$ cat src/inc/loop_cfg_pkg.sv
// Operation
// - Bits 30:29 select commutation; code 0 is fixed 120 degree trapezoidal.
// - Code 1 varies commutation between 120 and 150 degrees; codes 2, 3 unused.
// - Bits 28:24 hold the rise rate code, 0.005 V/s up to 32767 V/s.
// - Bit 23 zero: falling ramp uses the separate fall rate code.
// - Bit 23 one: falling ramp reuses the rise rate, fall code ignored.
// - Bits 22:18 hold the fall rate code, same table as rise.
// - Bits 17:13 pick switching frequency, 5-20 kHz by 1, 25-100 kHz by 5.
// - Bits 12:11 pick high-side, low-side or mixed modulation; code 3 unused.
// - Bit 10 picks single-ended when zero, complementary when one.
// - Bit 9 is advance sign; bits 8:1 give angle as code times 0.12 degree.
package loop_cfg_pkg;

   ////////////////////////////////////////////////////////////////////////////
   localparam logic [7:0] SETUP_A_OFFSET = 8'h86;
   localparam logic [31:0] SETUP_A_RESET = 32'h00000000;

   // Field layout, MSB first, matches the register word
   typedef struct packed {
      logic parity;
      logic [1:0] commutation_select;
      logic [4:0] loop_rise_rate;
      logic loop_fall_source;
      logic [4:0] loop_fall_rate;
      logic [4:0] pwm_freq_code;
      logic [1:0] modulation_side;
      logic pwm_complementary;
      logic advance_sign;
      logic [7:0] advance_angle;
      logic reserved0;
   } setup_a_t;

   typedef enum logic [1:0] {
      COMM_FIXED_120 = 2'b00,
      COMM_VARIABLE = 2'b01
   } comm_mode_t;

   typedef enum logic [1:0] {
      MOD_HIGH_SIDE = 2'b00,
      MOD_LOW_SIDE = 2'b01,
      MOD_MIXED = 2'b10
   } mod_side_t;

   typedef enum logic [1:0] {
      RAMP_HOLD = 2'b00,
      RAMP_RISE = 2'b01,
      RAMP_FALL = 2'b10
   } ramp_state_t;

   ////////////////////////////////////////////////////////////////////////////
   // Ramp rates in mV/s, indexed by the 5-bit code
   localparam int RATE_CODES = 32;
   localparam longint RATE_MVPS [RATE_CODES] = '{
      5, 10, 25, 50, 100, 250, 500, 1000,
      2500, 5000, 7500, 10000, 12500, 15000, 20000, 30000,
      40000, 50000, 60000, 75000, 100000, 125000, 150000, 175000,
      200000, 250000, 300000, 400000, 500000, 750000, 1000000, 32767000};

   localparam int STEP_W = 32;
   localparam int STEP_FRAC_BITS = 16;
   localparam int VREF_W = 16;
   localparam longint NS_PER_S = 64'd1000000000;

   localparam logic [6:0] PWM_LOW_BASE_KHZ = 7'h05;
   localparam logic [6:0] PWM_LOW_STEP_KHZ = 7'h01;
   localparam logic [6:0] PWM_HIGH_BASE_KHZ = 7'h19;
   localparam logic [6:0] PWM_HIGH_STEP_KHZ = 7'h05;

   localparam logic [12:0] ADVANCE_CENTIDEG_PER_CODE = 13'h000C;

   localparam int CLK_PERIOD_NS = 5;
   localparam int TICK_PERIOD_NS = 100000;
   localparam int TICK_CYCLES = TICK_PERIOD_NS / CLK_PERIOD_NS;

endpackage

$ cat src/verilog/loop_ramp_config.sv
`timescale 1ns/10ps
module loop_ramp_config #(
   parameter int TICK_CYCLES = loop_cfg_pkg::TICK_CYCLES
) (
   input wire logic CLK,
   input wire logic RST,
   input wire logic [7:0] REG_ADDR,
   input wire logic REG_WR,
   input wire logic [31:0] REG_WDATA,
   input wire logic REG_RD,
   output logic [31:0] REG_RDATA,
   input wire logic [loop_cfg_pkg::VREF_W-1:0] VREF_TARGET,
   output logic [loop_cfg_pkg::VREF_W-1:0] VREF_APPLIED,
   output logic RAMP_ACTIVE,
   output logic CONTROL_TICK,
   output logic COMM_VARIABLE,
   output logic [6:0] PWM_FREQ_KHZ,
   output logic [1:0] MOD_SIDE,
   output logic PWM_COMPLEMENTARY,
   output logic signed [12:0] ADVANCE_CENTIDEG
);

   ////////////////////////////////////////////////////////////////////////////
   // Register access
   loop_cfg_pkg::setup_a_t cfg_q, cfg_d;
   logic [31:0] rdata_q, rdata_d;
   logic hit;

   always_comb begin
      hit = (REG_ADDR == loop_cfg_pkg::SETUP_A_OFFSET);
      cfg_d = cfg_q;
      rdata_d = rdata_q;
      if (REG_WR && hit) begin
         cfg_d = loop_cfg_pkg::setup_a_t'(REG_WDATA);
      end
      if (REG_RD) begin
         // Unmapped addresses read as zero
         rdata_d = hit ? 32'(cfg_q) : 32'h00000000;
      end
   end

   always_ff @(posedge CLK) begin
      if (RST) begin
         cfg_q <= loop_cfg_pkg::setup_a_t'(loop_cfg_pkg::SETUP_A_RESET);
         rdata_q <= 32'h00000000;
      end else begin
         cfg_q <= cfg_d;
         rdata_q <= rdata_d;
      end
   end

   assign REG_RDATA = rdata_q;

   ////////////////////////////////////////////////////////////////////////////
   // Decoded configuration, registered so outputs come straight from flops
   logic comm_var_q, comm_var_d;
   logic [6:0] pwm_khz_q, pwm_khz_d;
   logic [1:0] mod_q, mod_d;
   logic compl_q, compl_d;
   logic signed [12:0] adv_q, adv_d;
   logic [12:0] adv_mag;

   always_comb begin
      // Unused codes 2 and 3 fall back to fixed 120 degree operation
      comm_var_d = (cfg_q.commutation_select == loop_cfg_pkg::COMM_VARIABLE);
      if (cfg_q.pwm_freq_code[4]) begin
         pwm_khz_d = loop_cfg_pkg::PWM_HIGH_BASE_KHZ
                     + 7'(loop_cfg_pkg::PWM_HIGH_STEP_KHZ * 7'(cfg_q.pwm_freq_code[3:0]));
      end else begin
         pwm_khz_d = loop_cfg_pkg::PWM_LOW_BASE_KHZ
                     + 7'(loop_cfg_pkg::PWM_LOW_STEP_KHZ * 7'(cfg_q.pwm_freq_code[3:0]));
      end
      case (cfg_q.modulation_side)
         loop_cfg_pkg::MOD_LOW_SIDE: mod_d = loop_cfg_pkg::MOD_LOW_SIDE;
         loop_cfg_pkg::MOD_MIXED: mod_d = loop_cfg_pkg::MOD_MIXED;
         // Code 3 has no meaning; high-side is the safe default
         default: mod_d = loop_cfg_pkg::MOD_HIGH_SIDE;
      endcase
      compl_d = cfg_q.pwm_complementary;
      adv_mag = 13'(loop_cfg_pkg::ADVANCE_CENTIDEG_PER_CODE * 13'(cfg_q.advance_angle));
      adv_d = cfg_q.advance_sign ? $signed(adv_mag) : -$signed(adv_mag);
   end

   always_ff @(posedge CLK) begin
      if (RST) begin
         comm_var_q <= 1'b0;
         pwm_khz_q <= loop_cfg_pkg::PWM_LOW_BASE_KHZ;
         mod_q <= 2'h0;
         compl_q <= 1'b0;
         adv_q <= 13'sh0000;
      end else begin
         comm_var_q <= comm_var_d;
         pwm_khz_q <= pwm_khz_d;
         mod_q <= mod_d;
         compl_q <= compl_d;
         adv_q <= adv_d;
      end
   end

   assign COMM_VARIABLE = comm_var_q;
   assign PWM_FREQ_KHZ = pwm_khz_q;
   assign MOD_SIDE = mod_q;
   assign PWM_COMPLEMENTARY = compl_q;
   assign ADVANCE_CENTIDEG = adv_q;

   ////////////////////////////////////////////////////////////////////////////
   // Control tick
   localparam logic [31:0] TICK_LAST = 32'(TICK_CYCLES - 1);
   logic [31:0] tick_cnt_q, tick_cnt_d;
   logic tick_q, tick_d;

   always_comb begin
      tick_d = (tick_cnt_q == TICK_LAST);
      tick_cnt_d = tick_d ? 32'h00000000 : tick_cnt_q + 32'h00000001;
   end

   always_ff @(posedge CLK) begin
      if (RST) begin
         tick_cnt_q <= 32'h00000000;
         tick_q <= 1'b0;
      end else begin
         tick_cnt_q <= tick_cnt_d;
         tick_q <= tick_d;
      end
   end

   assign CONTROL_TICK = tick_q;

   ////////////////////////////////////////////////////////////////////////////
   // Slope limiter on the applied voltage reference
   logic [4:0] fall_code;
   logic [4:0] rate_code;
   logic [loop_cfg_pkg::STEP_W-1:0] step;
   logic [31:0] ref_q, ref_d;
   logic [31:0] target_w;
   logic [31:0] gap;
   loop_cfg_pkg::ramp_state_t state_q, state_d;

   // Rise code is reused for falling when the source bit is set
   assign fall_code = cfg_q.loop_fall_source ? cfg_q.loop_rise_rate : cfg_q.loop_fall_rate;
   assign rate_code = (state_d == loop_cfg_pkg::RAMP_FALL) ? fall_code : cfg_q.loop_rise_rate;

   rate_step_rom #(
      .TICK_NS(TICK_CYCLES * loop_cfg_pkg::CLK_PERIOD_NS)
   ) u_rate (
      .code(rate_code),
      .step(step)
   );

   always_comb begin
      target_w = {VREF_TARGET, 16'h0000};
      gap = 32'h00000000;
      ref_d = ref_q;
      if (target_w > ref_q) begin
         state_d = loop_cfg_pkg::RAMP_RISE;
      end else if (target_w < ref_q) begin
         state_d = loop_cfg_pkg::RAMP_FALL;
      end else begin
         state_d = loop_cfg_pkg::RAMP_HOLD;
      end
      // Moves only on a tick so the slope is independent of clock rate
      if (tick_d) begin
         case (state_d)
            loop_cfg_pkg::RAMP_RISE: begin
               gap = target_w - ref_q;
               ref_d = (gap <= step) ? target_w : ref_q + step;
            end
            loop_cfg_pkg::RAMP_FALL: begin
               gap = ref_q - target_w;
               ref_d = (gap <= step) ? target_w : ref_q - step;
            end
            default: ref_d = ref_q;
         endcase
      end
   end

   always_ff @(posedge CLK) begin
      if (RST) begin
         ref_q <= 32'h00000000;
         state_q <= loop_cfg_pkg::RAMP_HOLD;
      end else begin
         ref_q <= ref_d;
         state_q <= state_d;
      end
   end

   assign VREF_APPLIED = ref_q[31:16];
   assign RAMP_ACTIVE = (state_q != loop_cfg_pkg::RAMP_HOLD);

endmodule // loop_ramp_config

$ cat src/verilog/rate_step_rom.sv
`timescale 1ns/10ps
module rate_step_rom #(
   parameter int TICK_NS = loop_cfg_pkg::TICK_PERIOD_NS
) (
   input wire logic [4:0] code,
   output logic [loop_cfg_pkg::STEP_W-1:0] step
);

   logic [loop_cfg_pkg::STEP_W-1:0] table_w [loop_cfg_pkg::RATE_CODES];

   // Step per tick in Q16 mV; floor, but never zero so slow rates still move
   genvar i;
   generate
      for (i = 0; i < loop_cfg_pkg::RATE_CODES; i++) begin : g_entry
         localparam longint RAW = (loop_cfg_pkg::RATE_MVPS[i] * (64'd1 << loop_cfg_pkg::STEP_FRAC_BITS)
                                   * longint'(TICK_NS)) / loop_cfg_pkg::NS_PER_S;
         // Fast codes with a long tick overflow the step word, so saturate instead of wrapping
         localparam longint STEP_MAX = (64'd1 << loop_cfg_pkg::STEP_W) - 64'd1;
         localparam longint CLIPPED = (RAW < 64'd1) ? 64'd1 : ((RAW > STEP_MAX) ? STEP_MAX : RAW);
         assign table_w[i] = CLIPPED[loop_cfg_pkg::STEP_W-1:0];
      end
   endgenerate

   assign step = table_w[code];

endmodule // rate_step_rom
$ cat config.mk
export PLATFORM = sky130hd
export DESIGN_NAME = loop_ramp_config
export DESIGN_NICKNAME = d
export VERILOG_FILES = /design/src/inc/loop_cfg_pkg.sv /design/src/verilog/loop_ramp_config.sv /design/src/verilog/rate_step_rom.sv
export SDC_FILE = /design/constraint.sdc
export NUM_CORES = 1
export LEC_CHECK = 0
export ABC_AREA = 0
export BUFFER_PORTS_ARGS = -buffer_cell sky130_fd_sc_hd__buf_2
export CAP_MARGIN = 20
export CELL_PAD_IN_SITES_DETAIL_PLACEMENT = 0
export CELL_PAD_IN_SITES_GLOBAL_PLACEMENT = 1
export CORE_ASPECT_RATIO = 1.75
export CORE_MARGIN = 3
export CORE_UTILIZATION = 49
export DETAILED_ROUTE_END_ITERATION = 7
export GPL_TIMING_DRIVEN = 0
export PLACE_DENSITY = 0.95
export SLEW_MARGIN = 20
export SYNTH_ARGS = -nofsm -noshare
export SYNTH_HDL_FRONTEND = slang
export SYNTH_SLANG_ARGS = --single-unit
$ cat constraint.sdc
create_clock -name CLK -period 12.9 [get_ports CLK]
set_input_delay 2.58 -clock CLK [delete_from_list [all_inputs] [get_ports CLK]]
set_output_delay 2.58 -clock CLK [all_outputs]
set_load 0.02 [all_outputs]
==> flow_summary.json <==
{
  "status": "finished clean",
  "timing.setup.critical_path_class": "in2reg",
  "cellPowerDensity_nw_per_um2": 92.3,
  "drc": 0,
  "cts_tree": "done",
  "final_critical_path_time_including_i_o_delays_and_setup_ps": 12050,
  "synth-main-ff-cell": "sky130_fd_sc_hd__dfxtp_1",
  "first_pass_iters": 5,
  "design.final.nets": 2086,
  "grt.overflow.total": 0,
  "layout_commonest_cell": "sky130_fd_sc_hd__nand2_1",
  "wire_per_inst_um": 20.9,
  "dp.final_hpwl_um": 36600,
  "hold-worst-slack_ps": 464,
  "synth.ff_latch_count": 153,
  "post_route_standard_cell_area_excluding_fillers_um2": 14900,
  "timing.hold.worst.class": "reg2reg",
  "clock.fmax_mhz": 83.0,
  "timing.critical_path.buf_inv": 7,
  "tritoncts.num_buffers": 17,
  "synth_edf_count": 0,
  "commonest_cells_after_routing_fill_and_taps_aside": "sky130_fd_sc_hd__nand2_1 (180), sky130_fd_sc_hd__a21oi_1 (176), sky130_fd_sc_hd__dfxtp_1 (153)",
  "worstMarginPinSlew_ps": 1060,
  "cts.path.max_buffers": 2,
  "crit_path_top_delay_cell": "sky130_fd_sc_hd__clkbuf_1",
  "syn_to_final_growth_pct": 12.4,
  "num_vias": 13400,
  "setup_viol": 0,
  "start_util_pct": 50.4,
  "grt_antenna_before_repair": 1,
  "die_span_in_y_um": 223,
  "fin_tns_setup_ps": 0,
  "grt_pass1_vias": 13500,
  "finalCoreUtilization_pct": 56.6,
  "synth_cells": 1721,
  "cts.repair.resized": 0,
  "rsz0062_at_grt": "no",
  "worstPathRequired_ps": 13240,
  "clock_net_sink_count": 153,
  "final.setup_skew_ps": 13.4,
  "critical_path.max_stage_delay_ps": 760,
  "worst_setup_path_start_kind": "primary input",
  "htreeDepth": 4,
  "worst_setup_path_end_kind": "flop",
  "grt_max_degree": 17,
  "share_of_the_clock_period_used_by_the_worst_path_pct": 93.4,
  "postSynth.asyncResetShare_pct": 0,
  "die_area_um2": 29100,
  "syn-cell-area_um2": 13200,
  "fill_cells": 2589,
  "yosysWarnings": 0,
  "placeableCoreArea_um2": 26300,
  "global_route.usage.total_pct": 31.3,
  "avgViaCountPerCell": 6.10,
  "vdd_ir_drop_max_uv": 104,
  "design.portCount": 134,
  "slew-limit-headroom_pct": 28.1,
  "die-width_um": 130,
  "post_route_cells_drive_above_1_share_pct": 13.0,
  "drv_cap": 0,
  "post_synth.cell_area_avg_um2": 7.68,
  "synthDistinctLibCells": 98,
  "gp_congestion": 0.997,
  "critical_path_arrival_ps": 12390,
  "antenna_left": 0,
  "hold_viol": 0,
  "slew_viol_final": 0,
  "post_dp_cell_area_um2": 14300,
  "p_leak_nw": 6.49,
  "clkLatencyLatePin_ps": 460,
  "num_antenna_cells": 0,
  "portBuffers": 129,
  "final_routed_wirelength_um": 46000,
  "hold_buffers": 0,
  "synth_seq_area_share_pct": 23.2,
  "critical_path.max_fanout": 16,
  "cts_post_setup_buffers_inserted": 0,
  "fp-row-count": 78,
  "cts.reportedPaths.clkPinSlew_ps": 70,
  "wire_length_of_the_first_global_routing_pass_um": 70500,
  "clockRootBuffer": "sky130_fd_sc_hd__clkbuf_16",
  "worst_path_dominant_cell_family": "compound AO/OA/AOI/OAI gates",
  "drtIter0Drc": 685
}
[layer usage]
layer | up-vias | global-route usage (%) | wire [µm]
met5 | - | 0 | 12
met4 | 2 | 25.6 | 4350
met3 | 234 | 6.83 | 2800
met2 | 546 | 57.3 | 23800
met1 | 6235 | 28.3 | 15100
li1 | 6431 | - | -
[cell families (layout without fill, tap and decap cells)]
logic type	Yosys count	in the layout	share of synthesized area, %
other	1	2	0.0284
and+or+nand+nor	628	628	24.2
xor gates and xnor gates	101	101	6.69
buffers and inverters	214	375	6.95
adders and majority gates	156	156	15.0
AOI/OAI and AO/OA	456	456	22.9
DFF	153	153	23.2
muxes	12	12	1.05
[final timing paths]
| kind | to | cells after the start | from | slack (ps) |
|---|---|---|---|---|
| worst min register to register | COMM_VARIABLE$_SDFF_PP0_ | 1 | cfg_q[30]$_SDFFE_PP0P_ | 460 |
| worst max register to register | ref_q[25]$_SDFFE_PP0P_ | 30 | ref_q[24]$_SDFFE_PP0P_ | 2340 |
| worst max-delay path | ref_q[25]$_SDFFE_PP0P_ | 29 | VREF_TARGET[9] | 850 |
| worst min-delay path | COMM_VARIABLE$_SDFF_PP0_ | 1 | cfg_q[30]$_SDFFE_PP0P_ | 460 |
[where the power goes]
part | internal [mW] | switching, mW
combinational | 0.152 | 0.223
sequential | 0.477 | 0.00737
clock | 0.282 | 0.230
[sequential cells by signal, summed over array words and instances, names as in the netlist]
register	flops
REG_RDATA	32
ref_q	32
tick_cnt_q	32
cfg_q	31
ADVANCE_CENTIDEG	11
PWM_FREQ_KHZ	7
MOD_SIDE	2
state_q	2
COMM_VARIABLE	1
CONTROL_TICK	1
PWM_COMPLEMENTARY	1
compl_d	1
[final cells by class]
cell class                      count  area [µm²]  area share (%)
Multi-Input combinational cell   1355        9240            62.2
Sequential cell                   153        3060            20.6
Timing Repair Buffer              129         646            4.34
Buffer                            104         505            3.40
Clock buffer                       20         457            3.07
Inverter                          110         413            2.78
Tap cell                          320         400            2.69
Clock inverter                     12         131           0.884
[Yosys cell counts (7+ instances only)]
cell type	instances	area, µm²
sky130_fd_sc_hd__a211oi_1	19	143
sky130_fd_sc_hd__a21boi_0	8	60.1
sky130_fd_sc_hd__a21o_1	23	173
sky130_fd_sc_hd__a21oi_1	176	881
sky130_fd_sc_hd__a221o_1	7	70.1
sky130_fd_sc_hd__a221oi_1	13	114
sky130_fd_sc_hd__a22o_1	7	61.3
sky130_fd_sc_hd__a31oi_1	14	87.6
sky130_fd_sc_hd__and2_1	11	68.8
sky130_fd_sc_hd__and3_1	15	93.8
sky130_fd_sc_hd__and4_1	9	78.8
sky130_fd_sc_hd__buf_2	14	70.1
sky130_fd_sc_hd__buf_4	22	165
sky130_fd_sc_hd__clkbuf_1	63	236
sky130_fd_sc_hd__dfxtp_1	153	3060
sky130_fd_sc_hd__ha_1	151	1890
sky130_fd_sc_hd__inv_1	108	405
sky130_fd_sc_hd__mux2i_1	8	80.1
sky130_fd_sc_hd__nand2_1	180	676
sky130_fd_sc_hd__nand2b_1	51	319
sky130_fd_sc_hd__nand3_1	65	325
sky130_fd_sc_hd__nand4_1	22	138
sky130_fd_sc_hd__nor2_1	132	495
sky130_fd_sc_hd__nor2b_1	16	100
sky130_fd_sc_hd__nor3_1	29	145
sky130_fd_sc_hd__nor3b_1	9	67.6
sky130_fd_sc_hd__nor4_1	21	131
sky130_fd_sc_hd__o211ai_1	12	90.1
sky130_fd_sc_hd__o21a_1	10	75.1
sky130_fd_sc_hd__o21ai_0	50	250
sky130_fd_sc_hd__o21ai_1	7	35.0
sky130_fd_sc_hd__o21bai_1	23	173
sky130_fd_sc_hd__o221a_2	7	78.8
sky130_fd_sc_hd__o31ai_1	7	52.6
sky130_fd_sc_hd__or2_2	9	56.3
sky130_fd_sc_hd__or3_1	19	119
sky130_fd_sc_hd__xnor2_1	63	552
sky130_fd_sc_hd__xor2_1	38	333
[per-stage QoR]
| step | power, mW | setup WS, ps | cells |
|---|---|---|---|
| after floorplan | 0.760 | 4270 | 1722 |
| after global placement | 0.857 | 789 | 2171 |
| after detailed placement | 0.861 | 829 | 2171 |
| after CTS | 1.37 | 1280 | 2203 |
| after global routing | 1.43 | 729 | 2203 |
| final | 1.37 | 852 | 2203 |
Note: power is estimated with default switching activity, not from simulation.
